[config.mk]
export PLATFORM = sky130hd
export DESIGN_NAME = disk_cmd_handler
export DESIGN_NICKNAME = d
export VERILOG_FILES = /design/src/include/disk_cmd_pkg.sv /design/src/design/sector_buffer.sv /design/src/design/disk_cmd_handler.sv
export SDC_FILE = /design/constraint.sdc
export NUM_CORES = 2
export LEC_CHECK = 0
export BUFFER_PORTS_ARGS = -buffer_cell sky130_fd_sc_hd__buf_2
export CAP_MARGIN = 20
export CELL_PAD_IN_SITES_DETAIL_PLACEMENT = 0
export CELL_PAD_IN_SITES_GLOBAL_PLACEMENT = 1
export CORE_UTILIZATION = 56
export CTS_CLUSTER_DIAMETER = 50
export DETAILED_ROUTE_END_ITERATION = 7
export PLACE_DENSITY_LB_ADDON = 0.1
export SYNTH_ARGS = -nofsm -noshare
export SYNTH_HDL_FRONTEND = slang
export SYNTH_SLANG_ARGS = --single-unit
[constraint.sdc]
create_clock -name sys_clk_i -period 8.6 [get_ports sys_clk_i]
set_input_delay 0 -clock sys_clk_i [delete_from_list [all_inputs] [get_ports sys_clk_i]]
set_output_delay 0 -clock sys_clk_i [all_outputs]
set_load 0.02 [all_outputs]
[src/include/disk_cmd_pkg.sv]
// What this block does
// - Commands arrive as frames at 19,200 baud
// - Frame-detectable faults get negative acknowledge, except a bad command checksum, which is silently abandoned
// - Disk faults: acknowledge, take data, then Error
// - Bad data checksum: NAK or silent abandon
// - Status ignores parameters, returns four bytes
// - Status byte zero holds drive flag bits
// - Status byte one is inverted controller status
// - Byte two format timeout, byte three zero
// - Read always returns sector data, even on error
// - Single density sectors above 720 rejected, and sector 0 unless enabled
// - Put takes data after acknowledge, no readback
// - Write is put plus verify readback
// - Format writes 40 zero-filled tracks, verifies
// - Format returns bad sector list, FFFF ends
// - Sectors addressed by a 16-bit number
// - Double density 256-byte frames, boot sectors 128
package disk_cmd_pkg;

   // Serial timing
   localparam int unsigned CLK_HZ = 20_000_000;
   localparam int unsigned BAUD_LOW = 19_200;
   localparam int unsigned BIT_CYCLES = (CLK_HZ + BAUD_LOW - 1) / BAUD_LOW;
   localparam int unsigned TX_BYTE_CYCLES = 10 * BIT_CYCLES;

   // Command and response codes
   localparam logic [7:0] CMD_STATUS = 8'h53;
   localparam logic [7:0] CMD_READ = 8'h52;
   localparam logic [7:0] CMD_PUT = 8'h50;
   localparam logic [7:0] CMD_WRITE = 8'h57;
   localparam logic [7:0] CMD_FORMAT = 8'h21;
   localparam logic [7:0] RSP_ACK = 8'h41;
   localparam logic [7:0] RSP_NAK = 8'h4E;
   localparam logic [7:0] RSP_COMPLETE = 8'h43;
   localparam logic [7:0] RSP_ERROR = 8'h45;
   localparam logic [7:0] FILL_FF = 8'hFF;
   // Drive bus address; value is arbitrary
   localparam logic [7:0] DEVICE_ID_RST = 8'h31;

   // Sector geometry
   localparam logic [15:0] SD_MAX_SECTOR = 16'h02D0;
   localparam logic [15:0] BOOT_LAST = 16'h0003;
   localparam logic [8:0] LEN_SD = 9'h080;
   localparam logic [8:0] LEN_DD = 9'h100;
   localparam logic [8:0] LEN_STATUS = 9'h004;
   localparam logic [5:0] FORMAT_TRACKS = 6'h28;

   // Register offsets, fields, reset values
   localparam logic [7:0] ADDR_CTRL = 8'h00;
   localparam logic [7:0] ADDR_FMT_TMO = 8'h04;
   localparam logic [7:0] ADDR_IRQ_STAT = 8'h08;
   localparam logic [7:0] ADDR_IRQ_MASK = 8'h0C;
   localparam logic [7:0] ADDR_INFO = 8'h10;
   localparam int unsigned CTRL_DD_BIT = 0;
   localparam int unsigned CTRL_ZERO_OK_BIT = 1;
   localparam int unsigned CTRL_NAK_DATA_BIT = 2;
   localparam logic [2:0] CTRL_RST = 3'h0;
   localparam logic [7:0] FMT_TMO_RST = 8'hE0;
   localparam int unsigned IRQ_DONE = 0;
   localparam int unsigned IRQ_ERROR = 1;
   localparam int unsigned IRQ_NAK = 2;
   localparam int unsigned IRQ_ABANDON = 3;
   localparam int unsigned INFO_BUSY_BIT = 8;

   // Status byte zero bit positions
   localparam int unsigned ST0_MOTOR = 4;
   localparam int unsigned ST0_WP = 3;
   localparam int unsigned ST0_PUT = 2;
   localparam int unsigned ST0_DATA = 1;
   localparam int unsigned ST0_CMD = 0;

   typedef enum logic [1:0] {MOP_READ, MOP_PUT, MOP_VERIFY, MOP_FORMAT} mech_op_t;

   typedef struct packed {
      logic valid;
      logic [7:0] data;
   } byte_t;

   typedef struct packed {
      logic start;
      mech_op_t op;
      logic [15:0] sector;
      logic [5:0] tracks;
   } mech_req_t;

   typedef struct packed {
      logic done;
      logic error;
      logic wp_fail;
      logic motor;
      logic [7:0] ctl_status;
      logic bad_valid;
      logic [15:0] bad_sector;
   } mech_rsp_t;

   typedef struct packed {
      logic we;
      logic [7:0] addr;
      logic [7:0] wdata;
   } buf_port_t;

endpackage

[src/design/sector_buffer.sv]
`timescale 1ns/1ps
module sector_buffer (
   // Clock and reset
   input wire logic sys_clk_i,
   input wire logic arst_n_i,
   input wire logic ce_i,
   // Write port
   input wire logic we_i,
   input wire logic [7:0] waddr_i,
   input wire logic [7:0] wdata_i,
   // Read port, data one cycle after address
   input wire logic [7:0] raddr_i,
   output logic [7:0] rdata_o
);
   typedef struct packed {
      logic [255:0][7:0] mem;
      logic [7:0] rdata;
   } buf_state_t;

   buf_state_t q;
   buf_state_t d;

   always_comb begin
      d = q;
      d.rdata = q.mem[raddr_i];
      if (we_i) begin
         d.mem[waddr_i] = wdata_i;
      end
   end

   always_ff @(posedge sys_clk_i or negedge arst_n_i) begin
      if (!arst_n_i) begin
         q <= '0;
      end else if (ce_i) begin
         q <= d;
      end
   end

   assign rdata_o = q.rdata;
endmodule

[src/design/disk_cmd_handler.sv]
// Implementation choices: the placing of the registers and the address-and-strobe port.
`timescale 1ns/1ps
module disk_cmd_handler #(
   parameter logic [7:0] DEVICE_ID = disk_cmd_pkg::DEVICE_ID_RST,
   parameter int unsigned TX_BYTE_CYCLES = disk_cmd_pkg::TX_BYTE_CYCLES
) (
   // Clock, reset, enable
   input wire logic sys_clk_i,
   input wire logic arst_n_i,
   input wire logic ce_i,
   // Host byte link
   input wire logic cmd_line_i,
   input disk_cmd_pkg::byte_t rx_i,
   output disk_cmd_pkg::byte_t tx_o,
   input wire logic tx_ready_i,
   // Mechanism side
   output disk_cmd_pkg::mech_req_t mech_req_o,
   input disk_cmd_pkg::mech_rsp_t mech_rsp_i,
   input disk_cmd_pkg::buf_port_t mech_buf_i,
   output logic [7:0] mech_buf_rdata_o,
   // Register port
   input wire logic [7:0] reg_addr_i,
   input wire logic [31:0] reg_wdata_i,
   input wire logic reg_wr_i,
   input wire logic reg_rd_i,
   output logic [31:0] reg_rdata_o,
   output logic irq_o
);
   typedef enum logic [3:0] {
      ST_IDLE, ST_CHECK, ST_SEND_ACK, ST_SEND_NAK, ST_RX_DATA, ST_DATA_ACK,
      ST_MECH, ST_FMT_TERM, ST_SEND_FINAL, ST_SEND_DATA, ST_SEND_SUM
   } state_t;

   typedef struct packed {
      state_t st;
      logic [4:0][7:0] frm;
      logic [8:0] cnt;
      logic [8:0] len;
      logic [7:0] sum;
      logic [13:0] gap;
      logic err;
      logic [3:0] flags;
      logic [7:0] ctl;
      logic [2:0] ctrl;
      logic [7:0] fmt_tmo;
      logic [3:0] irq_st;
      logic [3:0] irq_mask;
      logic [31:0] rdata;
      logic [8:0] bptr;
      logic bpend;
      logic [7:0] bhi;
      logic start;
   } core_t;

   core_t q;
   core_t d;

   function automatic logic [7:0] chk_add(input logic [7:0] a, input logic [7:0] b);
      logic [8:0] s;
      s = {1'b0, a} + {1'b0, b};
      return s[7:0] + {7'h00, s[8]};
   endfunction

   logic [15:0] sec;
   logic is_stat;
   logic is_read;
   logic is_put;
   logic is_write;
   logic is_fmt;
   logic dd;
   logic sec_ok;
   logic known;
   logic [8:0] sect_len;
   logic [8:0] fmt_len;
   logic [7:0] stat_byte;
   logic [7:0] tx_byte;
   logic tx_send;
   logic tx_valid;
   logic tx_fire;
   logic [7:0] mem_rdata;
   logic [7:0] mem_raddr;
   logic wr_en;
   logic [7:0] wr_addr;
   logic [7:0] wr_data;
   logic [3:0] ev;

   // Frame bytes: 0 device, 1 command, 2 low parameter, 3 high parameter, 4 checksum
   assign sec = {q.frm[3], q.frm[2]};
   assign is_stat = q.frm[1] == disk_cmd_pkg::CMD_STATUS;
   assign is_read = q.frm[1] == disk_cmd_pkg::CMD_READ;
   assign is_put = q.frm[1] == disk_cmd_pkg::CMD_PUT;
   assign is_write = q.frm[1] == disk_cmd_pkg::CMD_WRITE;
   assign is_fmt = q.frm[1] == disk_cmd_pkg::CMD_FORMAT;
   assign known = is_stat | is_read | is_put | is_write | is_fmt;
   assign dd = q.ctrl[disk_cmd_pkg::CTRL_DD_BIT];
   // Sector zero allowed only when configured; single density capped
   assign sec_ok = (sec != 16'h0000 || q.ctrl[disk_cmd_pkg::CTRL_ZERO_OK_BIT]) &&
                   (dd || sec <= disk_cmd_pkg::SD_MAX_SECTOR);
   assign sect_len = (dd && sec > disk_cmd_pkg::BOOT_LAST) ? disk_cmd_pkg::LEN_DD : disk_cmd_pkg::LEN_SD;
   assign fmt_len = dd ? disk_cmd_pkg::LEN_DD : disk_cmd_pkg::LEN_SD;

   always_comb begin
      case (q.cnt[1:0])
         2'h0: stat_byte = {3'h0, mech_rsp_i.motor, q.flags};
         2'h1: stat_byte = ~q.ctl;
         2'h2: stat_byte = q.fmt_tmo;
         default: stat_byte = 8'h00;
      endcase
   end

   always_comb begin
      tx_send = 1'b1;
      case (q.st)
         ST_SEND_ACK: tx_byte = disk_cmd_pkg::RSP_ACK;
         ST_DATA_ACK: tx_byte = disk_cmd_pkg::RSP_ACK;
         ST_SEND_NAK: tx_byte = disk_cmd_pkg::RSP_NAK;
         ST_SEND_FINAL: tx_byte = q.err ? disk_cmd_pkg::RSP_ERROR : disk_cmd_pkg::RSP_COMPLETE;
         ST_SEND_DATA: tx_byte = is_stat ? stat_byte : mem_rdata;
         ST_SEND_SUM: tx_byte = q.sum;
         default: begin
            tx_byte = 8'h00;
            tx_send = 1'b0;
         end
      endcase
   end

   // Bytes leave no faster than one serial byte time apart
   // A frozen block offers nothing, so the host cannot take a byte twice
   assign tx_valid = ce_i && tx_send && q.gap == 14'h0000;
   assign tx_fire = tx_valid && tx_ready_i;
   assign tx_o.valid = tx_valid;
   assign tx_o.data = tx_byte;
   assign mem_raddr = (q.st == ST_MECH) ? mech_buf_i.addr : q.cnt[7:0];
   assign mech_buf_rdata_o = mem_rdata;

   always_comb begin
      d = q;
      d.start = 1'b0;
      d.rdata = '0;
      ev = '0;
      wr_en = 1'b0;
      wr_addr = q.cnt[7:0];
      wr_data = rx_i.data;
      if (q.gap != 14'h0000) begin
         d.gap = q.gap - 14'h0001;
      end
      if (tx_fire) begin
         d.gap = 14'(TX_BYTE_CYCLES - 1);
      end
      case (q.st)
         ST_IDLE: begin
            // Collect a command frame while the command line is held
            if (!cmd_line_i) begin
               d.cnt = '0;
               d.sum = 8'h00;
            end else if (rx_i.valid) begin
               d.frm[q.cnt[2:0]] = rx_i.data;
               d.cnt = q.cnt + 9'h001;
               if (q.cnt != 9'h004) begin
                  d.sum = chk_add(q.sum, rx_i.data);
               end else begin
                  d.st = ST_CHECK;
                  d.cnt = '0;
               end
            end
         end
         ST_CHECK: begin
            d.sum = 8'h00;
            if (q.frm[0] != DEVICE_ID) begin
               d.st = ST_IDLE;
            end else if (q.sum != q.frm[4]) begin
               d.flags[disk_cmd_pkg::ST0_CMD] = 1'b1;
               ev[disk_cmd_pkg::IRQ_ABANDON] = 1'b1;
               d.st = ST_IDLE;
            end else begin
               d.flags[disk_cmd_pkg::ST0_CMD] = 1'b0;
               d.len = is_stat ? disk_cmd_pkg::LEN_STATUS : (is_fmt ? fmt_len : sect_len);
               if (known && (is_stat || is_fmt || sec_ok)) begin
                  d.st = ST_SEND_ACK;
               end else begin
                  d.st = ST_SEND_NAK;
               end
            end
         end
         ST_SEND_ACK: begin
            if (tx_fire) begin
               if (is_stat) begin
                  d.err = 1'b0;
                  d.st = ST_SEND_FINAL;
               end else if (is_put || is_write) begin
                  d.st = ST_RX_DATA;
               end else begin
                  d.st = ST_MECH;
                  d.start = 1'b1;
                  d.bptr = '0;
               end
            end
         end
         ST_SEND_NAK: begin
            if (tx_fire) begin
               ev[disk_cmd_pkg::IRQ_NAK] = 1'b1;
               d.st = ST_IDLE;
            end
         end
         ST_RX_DATA: begin
            if (rx_i.valid && !cmd_line_i) begin
               if (q.cnt < q.len) begin
                  wr_en = 1'b1;
                  d.sum = chk_add(q.sum, rx_i.data);
                  d.cnt = q.cnt + 9'h001;
               end else if (rx_i.data == q.sum) begin
                  d.flags[disk_cmd_pkg::ST0_DATA] = 1'b0;
                  d.st = ST_DATA_ACK;
               end else begin
                  d.flags[disk_cmd_pkg::ST0_DATA] = 1'b1;
                  if (q.ctrl[disk_cmd_pkg::CTRL_NAK_DATA_BIT]) begin
                     d.st = ST_SEND_NAK;
                  end else begin
                     ev[disk_cmd_pkg::IRQ_ABANDON] = 1'b1;
                     d.st = ST_IDLE;
                  end
               end
            end
         end
         ST_DATA_ACK: begin
            if (tx_fire) begin
               d.st = ST_MECH;
               d.start = 1'b1;
            end
         end
         ST_MECH: begin
            // Bad sector list is stored low byte first, one entry per two cycles
            if (q.bpend) begin
               wr_en = 1'b1;
               wr_addr = q.bptr[7:0] - 8'h01;
               wr_data = q.bhi;
               d.bpend = 1'b0;
            end else if (is_fmt && mech_rsp_i.bad_valid && q.bptr + 9'h004 <= q.len) begin
               wr_en = 1'b1;
               wr_addr = q.bptr[7:0];
               wr_data = mech_rsp_i.bad_sector[7:0];
               d.bhi = mech_rsp_i.bad_sector[15:8];
               d.bpend = 1'b1;
               d.bptr = q.bptr + 9'h002;
            end else if (is_read && mech_buf_i.we) begin
               wr_en = 1'b1;
               wr_addr = mech_buf_i.addr;
               wr_data = mech_buf_i.wdata;
            end
            if (mech_rsp_i.done) begin
               d.err = mech_rsp_i.error;
               d.ctl = mech_rsp_i.ctl_status;
               d.flags[disk_cmd_pkg::ST0_WP] = mech_rsp_i.wp_fail;
               d.flags[disk_cmd_pkg::ST0_PUT] = mech_rsp_i.error && (is_put || is_write);
               d.cnt = '0;
               d.st = is_fmt ? ST_FMT_TERM : ST_SEND_FINAL;
            end
         end
         ST_FMT_TERM: begin
            wr_en = 1'b1;
            if (q.bpend) begin
               wr_addr = q.bptr[7:0] - 8'h01;
               wr_data = q.bhi;
               d.bpend = 1'b0;
            end else begin
               wr_addr = q.bptr[7:0] + {7'h00, q.cnt[0]};
               wr_data = disk_cmd_pkg::FILL_FF;
               d.cnt = q.cnt + 9'h001;
               if (q.cnt[0]) begin
                  d.cnt = '0;
                  d.st = ST_SEND_FINAL;
               end
            end
         end
         ST_SEND_FINAL: begin
            if (tx_fire) begin
               ev[q.err ? disk_cmd_pkg::IRQ_ERROR : disk_cmd_pkg::IRQ_DONE] = 1'b1;
               d.cnt = '0;
               d.sum = 8'h00;
               d.st = (is_put || is_write) ? ST_IDLE : ST_SEND_DATA;
            end
         end
         ST_SEND_DATA: begin
            if (tx_fire) begin
               d.sum = chk_add(q.sum, tx_byte);
               d.cnt = q.cnt + 9'h001;
               if (q.cnt == q.len - 9'h001) begin
                  d.st = ST_SEND_SUM;
               end
            end
         end
         ST_SEND_SUM: begin
            if (tx_fire) begin
               d.cnt = '0;
               d.st = ST_IDLE;
            end
         end
         default: d.st = ST_IDLE;
      endcase

      if (reg_wr_i) begin
         case (reg_addr_i)
            disk_cmd_pkg::ADDR_CTRL: d.ctrl = reg_wdata_i[2:0];
            disk_cmd_pkg::ADDR_FMT_TMO: d.fmt_tmo = reg_wdata_i[7:0];
            disk_cmd_pkg::ADDR_IRQ_STAT: d.irq_st = q.irq_st & ~reg_wdata_i[3:0];
            disk_cmd_pkg::ADDR_IRQ_MASK: d.irq_mask = reg_wdata_i[3:0];
            default: d.ctrl = d.ctrl;
         endcase
      end
      // New events win over a clear in the same cycle
      d.irq_st = d.irq_st | ev;
      if (reg_rd_i) begin
         case (reg_addr_i)
            disk_cmd_pkg::ADDR_CTRL: d.rdata = {29'h0000_0000, q.ctrl};
            disk_cmd_pkg::ADDR_FMT_TMO: d.rdata = {24'h00_0000, q.fmt_tmo};
            disk_cmd_pkg::ADDR_IRQ_STAT: d.rdata = {28'h000_0000, q.irq_st};
            disk_cmd_pkg::ADDR_IRQ_MASK: d.rdata = {28'h000_0000, q.irq_mask};
            disk_cmd_pkg::ADDR_INFO: d.rdata = {23'h00_0000, q.st != ST_IDLE, q.frm[1]};
            default: d.rdata = '0;
         endcase
      end
   end

   always_ff @(posedge sys_clk_i or negedge arst_n_i) begin
      if (!arst_n_i) begin
         q <= '0;
         q.st <= ST_IDLE;
         q.ctrl <= disk_cmd_pkg::CTRL_RST;
         q.fmt_tmo <= disk_cmd_pkg::FMT_TMO_RST;
      end else if (ce_i) begin
         q <= d;
      end
   end

   sector_buffer u_buf (
      .sys_clk_i(sys_clk_i),
      .arst_n_i(arst_n_i),
      .ce_i(ce_i),
      .we_i(wr_en),
      .waddr_i(wr_addr),
      .wdata_i(wr_data),
      .raddr_i(mem_raddr),
      .rdata_o(mem_rdata)
   );

   // Format zero fill and readback are carried out by the mechanism per op code
   assign mech_req_o.start = q.start;
   assign mech_req_o.op = is_fmt ? disk_cmd_pkg::MOP_FORMAT : (is_write ? disk_cmd_pkg::MOP_VERIFY :
                          (is_put ? disk_cmd_pkg::MOP_PUT : disk_cmd_pkg::MOP_READ));
   assign mech_req_o.sector = sec;
   assign mech_req_o.tracks = disk_cmd_pkg::FORMAT_TRACKS;
   assign reg_rdata_o = q.rdata;
   assign irq_o = |(q.irq_st & q.irq_mask);
endmodule

==> metrics.cfg <==
[cells_and_area]
layout.filler_cells=14900
postLayoutCellArea_sq_mm=0.119
layout-area-overhead-vs-synth_pct=11.3
fin_nets=9151
drive_above_1_share=0.330

[cts]
clock_pin_transition_on_the_worst_setup_and_hold_timing_paths_ns=0.06
clkSinkCount=2193
cts_tree=built
clockRootBuffer=sky130_fd_sc_hd__clkbuf_16
h-tree-depth=4
cts-resized-gates=0
worst_skew_pair.late_latency_ns=0.89
ctsLongestPathBuffers=3
post_cts.repair.setup_buffers=0
number_of_cts_inserted_buffers=235

[setup_path]
crit_fanout=20
critPathMaxStageDelay_ns=1.02
crit_path_end_kind=flip-flop
startpoint_type=flip-flop
r2r-end=u_buf.q[1097]
cpMaxStageDelayCell=sky130_fd_sc_hd__nor2_2
cp_data_arrival_time_ns=7.26
r2r-start=q[13]
worst_r2r_path_depth=14
required_ns=9.36
ff2ff_setup_slack_ns=2.11
worst-setup-path-type=flip-flop to flip-flop
crit_path_cell_trace=ha_1 -> and2_1 -> nand4_1 -> xnor2_1 -> ha_1 -> or3b_1 -> a221oi_2 -> o221ai_2 -> nor4b_1 -> o32ai_2 -> nand2_1 -> nor2_2 -> nand2_1 -> mux2_2

[detailed_routing]
detail_route.drc_violations=0
wl_per_cell_um=27.3
viasPerCell=6.30
vias=73800
ant_nets=0
dr.first_iter.drc_count=6622
totalWireLength_um=320000
firstDrtPassIters=7

[timing]
setup_tns_ns=0
rsz0062_at_grt=no
timing_worst_slew_pin_value_ns=1.24
timing.max_slew.rel_slack=0.173
fin_skew_ns=0.0440
maxClockFrequency_ghz=0.154
finalHoldViolCount=0
setup-violations-final=0
finalCritPeriodShare=0.755
slew_viol_final=0
finalWorstPathRequiredPeriod_ns=6.49

[hold_path]
hold_depth=6
worst_hold_startpoint=mech_rsp_i[7]
hold_path.class=primary input to flip-flop
worst_min_delay_path_endpoint=u_buf.q[295]

[placement]
placement_stage_cell_area_sq_mm=0.110
routabilityCongestion=0.870
numPortBuffers=123
dpl.hpwl_um=196000

[flow_run]
max_cap_viol_count=0

[yosys]
ys_seq_area_frac=0.512
ys_warn_count=0
most_frequently_used_flop_master_after_synthesis=sky130_fd_sc_hd__dfrtp_1
post-synth-top-area-fraction=0.511
synth-edff-count=0
netlist_area_sq_mm=0.107
ys_ff_latch=2193
synth_cell_types=110
synth_cells=9033
ys_top_cells_by_count=sky130_fd_sc_hd__dfrtp_1 (2190), sky130_fd_sc_hd__mux2_2 (1922), sky130_fd_sc_hd__nand2_1 (1649), sky130_fd_sc_hd__nand3_1 (543), sky130_fd_sc_hd__clkbuf_1 (396)
synth_area_per_cell_sq_um=11.9
yosys.cell_count.top_type=sky130_fd_sc_hd__dfrtp_1
share_of_synthesized_registers_carrying_an_async_set_or_reset=1.00
synth_top_cell_by_area=sky130_fd_sc_hd__dfrtp_1
netlist_top_cells_area=sky130_fd_sc_hd__dfrtp_1 (51%), sky130_fd_sc_hd__mux2_2 (20%), sky130_fd_sc_hd__nand2_1 (5.8%)

[grt]
grt_antenna_before_repair=14
combined_global_route_utilization_of_all_metal_layers=0.332
wire_length_of_the_first_global_routing_pass_um=484000
grt_pass1_vias=74700
largest_net_degree_at_the_start_of_global_routing=204
global_route.overflow_total=0

[die]
initial_core_util=0.564
die_height_um=440
core.rowCount=160
fp.coreArea_sq_mm=0.190
fp.dieW_um=440
die_area_sq_mm=0.193
boundaryPins=177

[power]
power_leakage_uw=0.0584
ir_drop_v=0.000326
power.density_cell_area_mw_per_mm2=251

[status]
outcome=complete, no violations

layout by cell type, fill, tap and decap left out, drive strengths merged, types with 29 or more instances in the layout:
cell	count
nor4	32
conb	29
o21ai	133
o22ai	29
dfrtp	2190
nand2	1667
nand3	543
a21oi	176
nor3	61
dlygate4sd3	120
ha	38
nand4	80
a32oi	86
nor2	259
a22oi	51
inv	51
mux4	91
buf	278
a31oi	137
mux2	2136
clkinv	44
clkbuf	354
and3	56
mux2i	167
registers in the layout, summed over array words and instances (netlist names):
signal         flops
dd                 1
q                110
mech_req_o        17
reg_rdata_o        9
u_buf.q         2048
u_buf.rdata_o      8
layout make-up:
class	instances	area, sq um	share of cell area
multi-input cells	6137	49500	0.415
inverters	44	165	0.00138
clock buffers	354	7160	0.0600
repair buffers	398	3450	0.0289
well taps	2511	3140	0.0263
flip-flops and latches	2193	54900	0.460
diodes	1	2.50	0.0000210
clock inverters	78	1010	0.00844
per-layer routing:
metal  track usage  up-vias  part of all wire
li1              -    32100                 -
met1         0.458    38700              0.43
met2         0.526     2444              0.47
met3        0.0552      582             0.064
met4         0.130        6             0.040
met5             0        -           0.00013
per-stage QoR:
step / power, uW / hold WS [ns] / worst slack (ns) / cells / utilization
2_1_floorplan: 15900 / -0.296 / 3.05 / 9060 / -
3_3_place_gp: 19300 / 0.0620 / 2.39 / 11200 / 0.578
3_5_place_dp: 19400 / 0.0760 / 2.31 / 11200 / 0.578
4_1_cts: 30000 / 0.0181 / 2.31 / 11700 / 0.627
5_1_grt: 31000 / 0.0764 / 1.83 / 11700 / 0.627
6_report: 30000 / 0.0579 / 2.11 / 11700 / 0.627
worst max-delay path: cells and delay by family, from the launching register on:
kind                     cells  cell delay [ns]
AO/OA/AOI/OAI                3             1.56
XOR/XNOR                     1             0.17
adder cells (fa/ha/maj)      2             0.49
flip-flops                   1             0.59
multiplexers                 1             0.47
AND/OR/NAND/NOR              7             3.08
kinds of logic (layout without fill, tap and decap cells):
| group | after synthesis | after routing | synth area share |
|---|---|---|---|
| muxes | 2394 | 2394 | 0.263 |
| xor gates and xnor gates | 49 | 49 | 0.00414 |
| and+or+nand+nor | 2816 | 2816 | 0.133 |
| other | 2 | 30 | 0.0000700 |
| buffers and inverters | 730 | 874 | 0.0305 |
| DFF | 2193 | 2193 | 0.512 |
| adders and majority gates | 40 | 40 | 0.00481 |
| AOI/OAI and AO/OA | 809 | 809 | 0.0519 |
how the worst max path moves through the flow:
stage	end	slack, ns	from
3_3_place_gp	u_buf.q[1096]	2.39	q[13]
5_1_grt	q[104]	1.83	q[114]
4_1_cts	u_buf.q[1097]	2.31	q[13]
2_1_floorplan	q[104]	3.05	q[114]
6_report	u_buf.q[1097]	2.11	q[13]
3_5_place_dp	u_buf.q[1097]	2.31	q[13]
timing repair:
action / CTS / global route
endpoints found under the setup margin: 0 / 0
hold buffers: 121 / 0
endpoints found under the hold margin: 768 / 0
report_power, final:
group | internal [uW] | switching [uW] | leakage (uW)
logic | 2100 | 6440 | 0.0238
clock network | 6340 | 4270 | 0.00403
registers | 10500 | 327 | 0.0305
Power figures use the tool's default switching activity.
